## src/shared/sysctrl_pkg.sv

```systemverilog
/*
  Constants for the subsystem system control register bank: offsets,
  field positions, reset values and the reset-cause bit layout.
  Assumes a 32-bit APB data path and byte addresses.
*/
package sysctrl_pkg;
  localparam int ADDR_W = 12;
  localparam int DATA_W = 32;
  localparam logic [ADDR_W-1:0] OFS_CAUSE = 12'h000;
  localparam logic [ADDR_W-1:0] OFS_PDOWN = 12'h004;
  localparam logic [ADDR_W-1:0] OFS_CLK = 12'h008;
  localparam int CAUSE_W = 6;
  localparam int CAUSE_POR = 0;
  localparam int CAUSE_DBG = 1;
  localparam int CAUSE_RSVD = 2;
  localparam int CAUSE_HOST = 3;
  localparam int CAUSE_SUB = 4;
  localparam int CAUSE_SUBINT = 5;
  localparam logic [CAUSE_W-1:0] CAUSE_RST = 6'h00;
  localparam logic [CAUSE_W-1:0] CAUSE_MASK = 6'h3b;
  localparam logic PDOWN_RST = 1'h0;
  localparam int CLK_W = 18;
  localparam int CLK_AON_FORCE = 0;
  localparam int CLK_AON_DLY_LO = 1;
  localparam int CLK_CORE_FORCE = 9;
  localparam int CLK_CORE_DLY_LO = 10;
  localparam int DLY_W = 8;
  localparam logic [CLK_W-1:0] CLK_RST = 18'h03e1f;
endpackage

```

## src/sticky_bit.sv

```systemverilog
/*
  One sticky flag: hardware set, software clear by writing zero.
  Assumes set and clear are synchronous single-cycle strobes.
*/
`timescale 1ns/1ps
module sticky_bit (
  input wire logic i_core_clk,
  input wire logic i_srst,
  input wire logic i_set,
  input wire logic i_clr,
  output logic o_q
);
  always_ff @(posedge i_core_clk) begin
    if (i_srst) begin
      o_q <= 1'b0;
    end else if (i_set) begin
      // Set wins over a clear in the same cycle
      o_q <= 1'b1;
    end else if (i_clr) begin
      o_q <= 1'b0;
    end
  end
endmodule

```

## src/subsystem_sysctrl_regs.sv

```systemverilog
/*
  System control register bank behind an APB subordinate port:
  reset-cause log, power-down permit, clock force and entry delays.
  Assumes i_srst is the subsystem power-on reset and that the cause
  inputs are synchronous one-cycle or level requests on i_core_clk.
*/
`timescale 1ns/1ps
module subsystem_sysctrl_regs
  import sysctrl_pkg::*;
(
  input wire logic i_core_clk,
  input wire logic i_srst,
  input wire logic i_psel,
  input wire logic i_penable,
  input wire logic i_pwrite,
  input wire logic [sysctrl_pkg::ADDR_W-1:0] i_paddr,
  input wire logic [sysctrl_pkg::DATA_W-1:0] i_pwdata,
  input wire logic [3:0] i_pstrb,
  output logic [sysctrl_pkg::DATA_W-1:0] o_prdata,
  output logic o_pready,
  output logic o_pslverr,
  input wire logic [sysctrl_pkg::CAUSE_W-1:0] i_cause_evt,
  output logic o_domain_powerdown_permit,
  output logic o_aon_clk_force,
  output logic [sysctrl_pkg::DLY_W-1:0] o_aon_entry_delay,
  output logic o_core_clk_force,
  output logic [sysctrl_pkg::DLY_W-1:0] o_core_entry_delay
);
  import sysctrl_pkg::*;

  logic setup_ph;
  logic wr_acc;
  logic rd_set;
  logic [DATA_W-1:0] wmask;
  logic [CAUSE_W-1:0] cause_q;
  logic [CAUSE_W-1:0] cause_clr;
  logic [CAUSE_W-1:0] cause_set;
  logic pdown_ff;
  logic [CLK_W-1:0] clk_ff;
  logic [DATA_W-1:0] nxt_rdata;

  // Answer is ready in the access phase of every transfer
  assign setup_ph = i_psel && !i_penable;
  assign wr_acc = i_psel && i_penable && i_pwrite;
  assign rd_set = setup_ph && !i_pwrite;

  always_comb begin
    for (int b = 0; b < 4; b++) begin
      wmask[b*8 +: 8] = {8{i_pstrb[b]}};
    end
  end

  // Log clears only on zero written in an enabled lane
  assign cause_clr = (wr_acc && i_paddr == OFS_CAUSE) ?
    (~i_pwdata[CAUSE_W-1:0] & wmask[CAUSE_W-1:0] & CAUSE_MASK) :
    '0;
  assign cause_set = i_cause_evt & CAUSE_MASK;

  genvar g;
  generate
    for (g = 0; g < CAUSE_W; g++) begin : g_cause
      sticky_bit u_bit (
        .i_core_clk(i_core_clk),
        .i_srst(i_srst),
        .i_set(cause_set[g]),
        .i_clr(cause_clr[g]),
        .o_q(cause_q[g])
      );
    end
  endgenerate

  always_ff @(posedge i_core_clk) begin
    if (i_srst) begin
      pdown_ff <= PDOWN_RST;
    end else if (wr_acc && i_paddr == OFS_PDOWN && i_pstrb[0]) begin
      pdown_ff <= i_pwdata[0];
    end
  end

  always_ff @(posedge i_core_clk) begin
    if (i_srst) begin
      clk_ff <= CLK_RST;
    end else if (wr_acc && i_paddr == OFS_CLK) begin
      clk_ff <= (clk_ff & ~wmask[CLK_W-1:0]) |
        (i_pwdata[CLK_W-1:0] & wmask[CLK_W-1:0]);
    end
  end

  always_comb begin
    nxt_rdata = '0;
    case (i_paddr)
      OFS_CAUSE: nxt_rdata[CAUSE_W-1:0] = cause_q;
      OFS_PDOWN: nxt_rdata[0] = pdown_ff;
      OFS_CLK: nxt_rdata[CLK_W-1:0] = clk_ff;
      default: nxt_rdata = '0;
    endcase
  end

  // Read data captured in the setup phase, held through the access phase
  always_ff @(posedge i_core_clk) begin
    if (i_srst) begin
      o_prdata <= '0;
    end else if (rd_set) begin
      o_prdata <= nxt_rdata;
    end else if (setup_ph) begin
      o_prdata <= '0;
    end
  end

  always_ff @(posedge i_core_clk) begin
    if (i_srst) begin
      o_pready <= 1'b0;
      o_pslverr <= 1'b0;
    end else begin
      o_pready <= setup_ph;
      o_pslverr <= 1'b0;
    end
  end

  always_ff @(posedge i_core_clk) begin
    if (i_srst) begin
      o_domain_powerdown_permit <= PDOWN_RST;
      o_aon_clk_force <= CLK_RST[CLK_AON_FORCE];
      o_aon_entry_delay <= CLK_RST[CLK_AON_DLY_LO +: DLY_W];
      o_core_clk_force <= CLK_RST[CLK_CORE_FORCE];
      o_core_entry_delay <= CLK_RST[CLK_CORE_DLY_LO +: DLY_W];
    end else begin
      o_domain_powerdown_permit <= pdown_ff;
      o_aon_clk_force <= clk_ff[CLK_AON_FORCE];
      o_aon_entry_delay <= clk_ff[CLK_AON_DLY_LO +: DLY_W];
      o_core_clk_force <= clk_ff[CLK_CORE_FORCE];
      o_core_entry_delay <= clk_ff[CLK_CORE_DLY_LO +: DLY_W];
    end
  end
endmodule

```

## config.mk

```make
export PLATFORM = sky130hd
export DESIGN_NAME = subsystem_sysctrl_regs
export DESIGN_NICKNAME = d
export VERILOG_FILES = /design/src/shared/sysctrl_pkg.sv /design/src/sticky_bit.sv /design/src/subsystem_sysctrl_regs.sv
export SDC_FILE = /design/constraint.sdc
export NUM_CORES = 1
export LEC_CHECK = 0
export BUFFER_PORTS_ARGS = -buffer_cell sky130_fd_sc_hd__buf_2
export CORE_MARGIN = 2
export CORE_UTILIZATION = 40
export DETAILED_ROUTE_END_ITERATION = 8
export PLACE_DENSITY = 0.83
export SKIP_CTS_REPAIR_TIMING = 1
export SYNTH_ARGS = -nofsm -noshare
export SYNTH_HDL_FRONTEND = slang
export SYNTH_HIERARCHICAL = 1
export SYNTH_SLANG_ARGS = --single-unit
```

## constraint.sdc

```tcl
create_clock -name i_core_clk -period 1.6 [get_ports i_core_clk]
set_clock_uncertainty 0.1 [all_clocks]
set_input_delay 0.16 -clock i_core_clk [delete_from_list [all_inputs] [get_ports i_core_clk]]
set_output_delay 0.16 -clock i_core_clk [all_outputs]
set_load 0.1 [all_outputs]
```

==> results of run 1 <==
-- per-stage QoR --
step                setup WS, ps  setup TNS (ps)  cells  hold slack (ps)  cell area (um2)
finish                       185               0    433            -14.8             3280
global route                64.4               0    433           -0.795             3280
CTS                         51.8               0    421            -46.7             3140
detailed placement          -299           -2850    405              308             2910
global placement            -245           -2160    405              296             2910
floorplan                   49.8               0    261              122             2480
-- kinds of logic after synthesis --
| family | count (synthesis) |
|---|---|
| AO/OA/AOI/OAI | 26 |
| multiplexers | 25 |
| flip-flops | 63 |
| buffers and inverters | 46 |
| AND/OR/NAND/NOR | 84 |
| other | 1 |
-- metal layers --
| metal | part of all wire [%] | vias up | routed length [um] | track usage, % |
|---|---|---|---|---|
| li1 | - | 983 | - | - |
| met1 | 41 | 883 | 2200 | 19.0 |
| met2 | 51 | 60 | 2730 | 27.6 |
| met3 | 6.2 | 4 | 332 | 4.73 |
| met4 | 0.92 | 0 | 49 | 7.00 |
| met5 | 0 | - | 0 | 0 |
-- final cells by class --
type	instances	share of cell area (%)
Sequential cell	63	38.5
Multi-Input combinational cell	152	30.3
Timing Repair Buffer	103	18.4
Clock buffer	10	3.90
Clock inverter	6	3.32
Tap cell	75	2.86
Inverter	24	2.75
-- layout by cell type (no fill, tap or decap), types with 2 or more instances in the layout --
master,n
a21oi_2,6
dlygate4sd3_1,12
nand2_1,15
clkbuf_8,9
o21ai_0,8
dfxtp_1,63
a21oi_1,2
inv_1,24
clkinv_2,2
o21ai_1,5
mux2i_1,23
nand3_4,2
bufinv_16,3
buf_4,11
nor2_1,27
nor3b_1,2
a22o_1,5
buf_2,80
nand4b_1,2
conb_1,17
nor2b_1,4
nor4_4,2
nand2b_1,20
and4_1,2
-- path summary, 6_finish.rpt --
check | endpoint | slack, ps | depth (start not counted)
worst max-delay path | g_cause[1].u_bit/o_q$_SDFFE_PP0P_ | 180 | 7
worst min-delay path | flop | -10 | 3
worst max register to register | pdown_ff$_SDFFE_PP0P_ | 650 | 2
worst min register to register | o_prdata[5]$_SDFFE_PP0P_ | 340 | 2
-- worst max-delay path: stages --
cell and delay, ps:
buf_2 110, nor4_4 320, nand2_1 100, or4_4 540
nor2_1 100, nand2b_1 130, a21oi_2 60
-- power by group --
group / internal (mW) / switching [mW] / total (mW)
registers: 1.58 / 0.00571 / 1.59
clock network: 1.03 / 0.593 / 1.63
logic: 0.104 / 0.256 / 0.360
total: 2.72 / 0.855 / 3.57
==> results.yml, run 1 <==
floorplanning:
  die-width_um: 81.7
  core.rowCount: 28
  io_pins: 112
  die_area_um2: 6680
  start_util_pct: 41.1
  die_h_um: 81.7
  core-area_um2: 5890
cts:
  cts.path.max_buffers: 2
  htreeDepth: 3
  cts_sinks: 63
  clk_pin_slew_ps: 70
  cts-root-buf: "clkbuf_8"
  clock_latency_ps: 330
  cts_tree: "built"
  numCtsBuffers: 9
hold_path:
  hp-class: "in -> reg"
  hold_start: "i_pwdata[16]"
synth:
  yosysMostFrequentCell: "dfxtp_1"
  synth_common_cells: "dfxtp_1 (63), nor2_1 (27), inv_1 (24)"
  synth-compound-area-share_pct: 7.09
  synth-simple-area-share_pct: 20.1
  synth.area.top_cells: "dfxtp_1 (52%), mux2i_1 (9.5%), nand2b_1 (5.2%), buf_4 (4.7%), nor2_1 (4.2%)"
  synth_xor_area_share_pct: 0
  synth_area_um2: 2420
  synth_edf_count: 0
  synth_ff_type: "dfxtp_1"
  synth_cells: 245
  yosysTopAreaCell: "dfxtp_1"
  synth_fa_ha_area_share_pct: 0
  synthDistinctLibCells: 33
  synth_seq_area_share_pct: 52.2
  synth.avg_cell_area_um2: 9.87
  synth_top_family_by_area: "simple AND/OR/NAND/NOR gates"
  ys_seq_elements: 63
  async_reset_ff_share_pct: 0
  ys_warn_count: 6
  synthMuxAreaShare_pct: 10.6
  synth_top_area_share_pct: 52.2
run:
  max_cap_viol_count: 0
place:
  dp_hpwl_um: 3920
  place.port_buffers: 80
  routabilityCongestion: 0.782
worst_setup_path:
  required_ps: 1710
  cp_max_fo: 5
  end_kind: "flop"
  r2r_start: "pdown_ff$_SDFFE_PP0P_"
  start_kind: "input pin"
  cp.arrival_ps: 1530
  critical_path_class: "in -> reg"
  setup.worst_path.start: "i_paddr[5]"
global_routing:
  grt-ovfl-total: 0
  grt_pass1_vias: 1753
  grt_max_degree: 31
  grt.total_usage_pct: 16.2
  antenna_found_initial: 0
  grt_pass1_wl_um: 8010
detailed_routing:
  via_per_inst: 4.46
  drtPass1Iterations: 4
  drc_errors: 0
  drt_iter0_markers: 37
  antenna_left: 0
  routed_wl_um: 5320
  vias: 1930
  wire_per_inst_um: 12.3
finish:
  num_antenna_cells: 0
  area_delta_synth_final_pct: 35.5
  nets: 412
  regArea_um2: 1260
  fin_util_pct: 55.7
  final_layout_size_suffix_gt1_share_pct: 33.5
  multi_input_area_um2: 991
  num-fill-cells: 548
timing:
  max_freq_ghz: 0.707
  period_needed_ps: 1420
  drv_slew: 0
  holdWs_ps: -14.8
  finalSetupViolCount: 0
  hold_viol_final: 4
  rsz0062_at_grt: "false"
  post-route-period-util_pct: 88.5
power_and_ir_drop:
  static-leakage-power_nw: 1.64
  power_mw: 3.57
  worst_ir_drop_vdd_v: 0.000868
  p_per_area_nw_per_um2: 1090
outcome:
  outcome: "complete, but fails checks"
  failed_checks: "negative hold slack"
No activity file was read; power rests on OpenSTA's default activity.
==> run 2, diff against run 1 <==
PLACE_DENSITY = 0.79   (was 0.83)
==> run 2 against run 1 <==
  * The run still ends with negative hold slack left
  * Die area unchanged
  * Register-to-register slack hardly changed
  * Clock power fell by 30%
  * Critical path depth unchanged
  * Critical endpoint is now g_cause[0].u_bit/o_q$_SDFFE_PP0P_
  * Largest power group is now registers
==> results.yml, run 2 (synthesis gave the netlist of run 1 again) <==
outcome:
  outcome: "complete, but fails checks"
  failed_checks: "negative hold slack"
worst_setup_path:
  cp_max_fo: 5
  crit_family: "simple AND/OR/NAND/NOR gates"
  critical_path_class: "in -> reg"
  r2r_cells: 2
  path_cells: "buf_2, nor4_2, nand2_1, or4_4, nor2_1, nand2b_1, a21oi_2"
  critical_path_depth: 7
  end_kind: "flop"
  start_kind: "input pin"
  slowest_stage: "or4_4"
  cp_slowest_stage_delay_ps: 540
  cp.arrival_ps: 1540
  required_ps: 1710
  critical_path_buf_inv_count: 1
finish:
  fin_util_pct: 54.9
  finalNonFillerCells: 437
  layout_commonest_cell: "buf_2"
  final_layout_size_suffix_gt1_share_pct: 34.3
  num-fill-cells: 574
  nets: 416
  num_antenna_cells: 0
  area_delta_synth_final_pct: 33.7
  layout_common_cells: "buf_2 (80), dfxtp_1 (63), nor2_1 (27)"
global_routing:
  grt_max_degree: 47
  grt_pass1_vias: 1768
  grt-ovfl-total: 0
  grt_pass1_wl_um: 7880
  antenna_found_initial: 0
  grt.total_usage_pct: 16.0
timing:
  post-route-period-util_pct: 89.7
  finalSetupViolCount: 0
  hold_viol_final: 5
  max_freq_ghz: 0.697
  period_needed_ps: 1440
  holdWs_ps: -26.0
  rsz0062_at_grt: "false"
  drv_slew: 0
  fin_ws_ps: 164
power_and_ir_drop:
  p_sw_mw: 0.860
  static-leakage-power_nw: 1.63
  p_int_mw: 2.23
  switching_share_pct: 27.8
  worst_ir_drop_vdd_v: 0.000506
  p_clk_share_pct: 37.0
  power_frac_comb_pct: 11.7
  seqPwrFrac_pct: 51.3
  p_per_area_nw_per_um2: 957
cts:
  cts-root-buf: "clkbuf_8"
  cts_sinks: 63
  clk_pin_slew_ps: 70
  htreeDepth: 3
  clock_latency_ps: 340
  cts_tree: "built"
  numCtsBuffers: 9
  cts.path.max_buffers: 2
detailed_routing:
  dr_wl_met3_um: 407
  dr_wl_met2_um: 2450
  antenna_left: 0
  vias: 1932
  drtPass1Iterations: 4
  routed_wl_um: 5180
  wl_met1_um: 2200
  drc_errors: 0
  wire_per_inst_um: 11.8
  highest_layer: "met4"
  drt_iter0_markers: 62
  via_per_inst: 4.42
run:
  max_cap_viol_count: 0
floorplanning:
  die_h_um: 81.7
  die-width_um: 81.7
  start_util_pct: 41.1
  core.rowCount: 28
  io_pins: 112
  core-area_um2: 5890
  die_area_um2: 6680
place:
  dp_hpwl_um: 3790
  pre_cts_slack_ps: -288
  routabilityCongestion: 0.818
  place.port_buffers: 80
  dp.cells: 407
hold_path:
  hp-class: "in -> reg"
  hold_depth: 3
run 2: changes by cell type in the layout (fill, tap and decap cells not counted), moves of 2 or more:
cell / change
bufinv_16: -3
clkinv_2: +3
buf_4: +2
clkinvlp_4: +2
dlygate4sd3_1: +2
run 2: power by group through the flow:
stage / sequential (mW) / clock (mW) / combinational [mW]
global placement: 1.62 / 0 / 0.334
CTS: 1.59 / 1.18 / 0.337
global route: 1.59 / 1.24 / 0.387
detailed placement: 1.62 / 0 / 0.337
finish: 1.59 / 1.14 / 0.363
floorplan: 1.63 / 0 / 0.259
run 2: metrics by stage:
stage          cell area (um2)  power (mW)  TNS (ps)  hold slack [ps]
2_1_floorplan             2480        1.89         0              122
3_3_place_gp              2930        1.95     -2470              299
3_5_place_dp              2930        1.96     -3270              304
4_1_cts                   3090        3.10         0            -60.9
5_1_grt                   3230        3.21         0             1.43
6_report                  3230        3.09         0            -26.0
run 2: path summary, 6_finish.rpt:
path                             from                                 to  slack (ps)
max reg2reg     pdown_ff$_SDFFE_PP0P_              pdown_ff$_SDFFE_PP0P_         640
min                      i_pwdata[11]                               flop         -30
max                        i_paddr[5]  g_cause[0].u_bit/o_q$_SDFFE_PP0P_         160
min reg2reg  o_prdata[5]$_SDFFE_PP0P_           o_prdata[5]$_SDFFE_PP0P_         350
run 2: metal layers:
layer	GRT usage, %	vias up
met1	18.1	862
met5	0	-
met3	5.60	10
met4	9.00	0
met2	26.3	70
li1	-	990
run 2: area by class of cell:
cell class / instances / area [um2] / share of cell area (%)
sequential: 63 / 1260 / 39.0
multi-input combinational: 152 / 986 / 30.5
timing repair buffer: 107 / 638 / 19.7
clock buffer: 9 / 124 / 3.83
tap: 75 / 93.8 / 2.90
inverter: 24 / 90.1 / 2.79
clock inverter: 7 / 40.0 / 1.24
run 2: worst register-to-register path, cell delays in order, from the launching register on:
cell,delay [ps]
dfxtp_1,310
nor2b_1,130
mux2_1,310
==> run 3, diff against run 2 <==
==> constraint.sdc (replaced) <==
create_clock -name i_core_clk -period 1.6 [get_ports i_core_clk]
set_clock_uncertainty 0.1 [all_clocks]
set_input_delay 0.08 -clock i_core_clk [delete_from_list [all_inputs] [get_ports i_core_clk]]
set_output_delay 0.08 -clock i_core_clk [all_outputs]
set_load 0.1 [all_outputs]
==> run 3 against run 2 <==
  * The run now ends clean
  * Count of clock-buffer cells in the layout increased by 2
  * Non-clock buffer count increased by 9
  * Wire length increased by 5.9%
  * Core utilization increased by 1.9 points
  * Final area increased by 3.4%
  * Sequential power about the same
  * Sequential share of layout area decreased by 1.3 points
  * Via count increased by 2.0%
  * Largest cell class unchanged
==> results.yml, run 3 (synthesis gave the netlist of run 1 again) <==
outcome:
  outcome: "complete, no violations"
place:
  place.port_buffers: 80
  dp.cells: 405
  dp_hpwl_um: 3800
  routabilityCongestion: 0.810
  pre_cts_slack_ps: -207
cts:
  cts_sinks: 63
  clock_latency_ps: 330
  htreeDepth: 3
  cts_tree: "built"
  cts.path.max_buffers: 2
  cts-root-buf: "clkbuf_8"
  numCtsBuffers: 9
  clk_pin_slew_ps: 70
floorplanning:
  io_pins: 112
  core-area_um2: 5890
  die-width_um: 81.7
  die_area_um2: 6680
  start_util_pct: 41.1
  core.rowCount: 28
  die_h_um: 81.7
timing:
  rsz0062_at_grt: "false"
  setup_tns_ps: 0
  period_needed_ps: 1470
  finalSetupViolCount: 0
  max_freq_ghz: 0.680
  hold_viol_final: 0
  fin_ws_ps: 130
  drv_slew: 0
  post-route-period-util_pct: 91.9
worst_setup_path:
  end_kind: "flop"
  critical_path_class: "in -> reg"
  cp.arrival_ps: 1570
  cp_max_fo: 5
  required_ps: 1700
  start_kind: "input pin"
power_and_ir_drop:
  static-leakage-power_nw: 1.67
  worst_ir_drop_vdd_v: 0.000453
  p_per_area_nw_per_um2: 960
finish:
  num-fill-cells: 539
  layout_common_cells: "buf_2 (80), dfxtp_1 (63), nor2_1 (27)"
  finalNonFillerCells: 446
  layout_commonest_cell: "buf_2"
  fin_util_pct: 56.8
  nets: 425
  multi_input_area_um2: 982
  regArea_um2: 1260
  final_layout_size_suffix_gt1_share_pct: 32.6
  num_antenna_cells: 0
  area_delta_synth_final_pct: 38.4
global_routing:
  grt_max_degree: 47
  grt_pass1_vias: 1750
  grt.total_usage_pct: 16.3
  grt_pass1_wl_um: 7970
  antenna_found_initial: 0
  grt-ovfl-total: 0
detailed_routing:
  antenna_left: 0
  via_per_inst: 4.42
  drtPass1Iterations: 4
  drt_iter0_markers: 72
  drc_errors: 0
  vias: 1970
  wire_per_inst_um: 12.3
  routed_wl_um: 5480
run:
  max_cap_viol_count: 0
hold_path:
  hp-class: "in -> reg"
[run 3: cell count changes in the layout (fill, tap and decap cells not counted)]
cell	change
buf_4	-2
clkinv_2	-3
or4_1	+1
dlygate4sd3_1	+11
or4_4	-1
clkinvlp_4	+1
clkbuf_8	+2
[run 3: per-stage QoR]
step	hold WS [ps]	power [mW]	area, um2
after floorplan	42.4	1.89	2480
after global placement	219	1.95	2910
after detailed placement	223	1.96	2910
after CTS	-136	3.20	3090
after global routing	23.4	3.34	3340
final	23.1	3.21	3340
[run 3: final cells by class]
| class | instances | area share (%) |
|---|---|---|
| Sequential cell | 63 | 37.7 |
| Timing Repair Buffer | 116 | 21.9 |
| Clock inverter | 5 | 0.973 |
| Inverter | 24 | 2.69 |
| Tap cell | 75 | 2.81 |
| Clock buffer | 11 | 4.53 |
| Multi-Input combinational cell | 152 | 29.4 |
[run 3: layer usage]
metal	vias up	track usage (%)	routed length (um)
met5	-	0	0
met4	0	5.50	68
met3	8	7.58	369
met2	65	26.4	2650
met1	887	18.9	2390
li1	1010	-	-
[run 3: worst max-delay path, stage by stage]
cell and delay, ps:
buf_2 100, nor4_2 340, nand2_1 110, or4_1 620
nor2_1 140, nand2b_1 130, a21oi_2 50
[run 3: path summary, 6_finish.rpt]
kind         slack [ps]                           endpoint  depth (start not counted)                      start
min                  20                               flop                          3                 i_pstrb[0]
max reg2reg         640              pdown_ff$_SDFFE_PP0P_                          2      pdown_ff$_SDFFE_PP0P_
min reg2reg         350          o_prdata[16]$_SDFFE_PP0P_                          2  o_prdata[16]$_SDFFE_PP0P_
max                 130  g_cause[0].u_bit/o_q$_SDFFE_PP0P_                          7                 i_paddr[5]
[run 3: report_power, final]
group / switching (mW) / total (mW) / internal [mW]
Combinational: 0.261 / 0.384 / 0.123
Clock: 0.600 / 1.24 / 0.640
Sequential: 0.00568 / 1.58 / 1.58
Total: 0.867 / 3.21 / 2.34
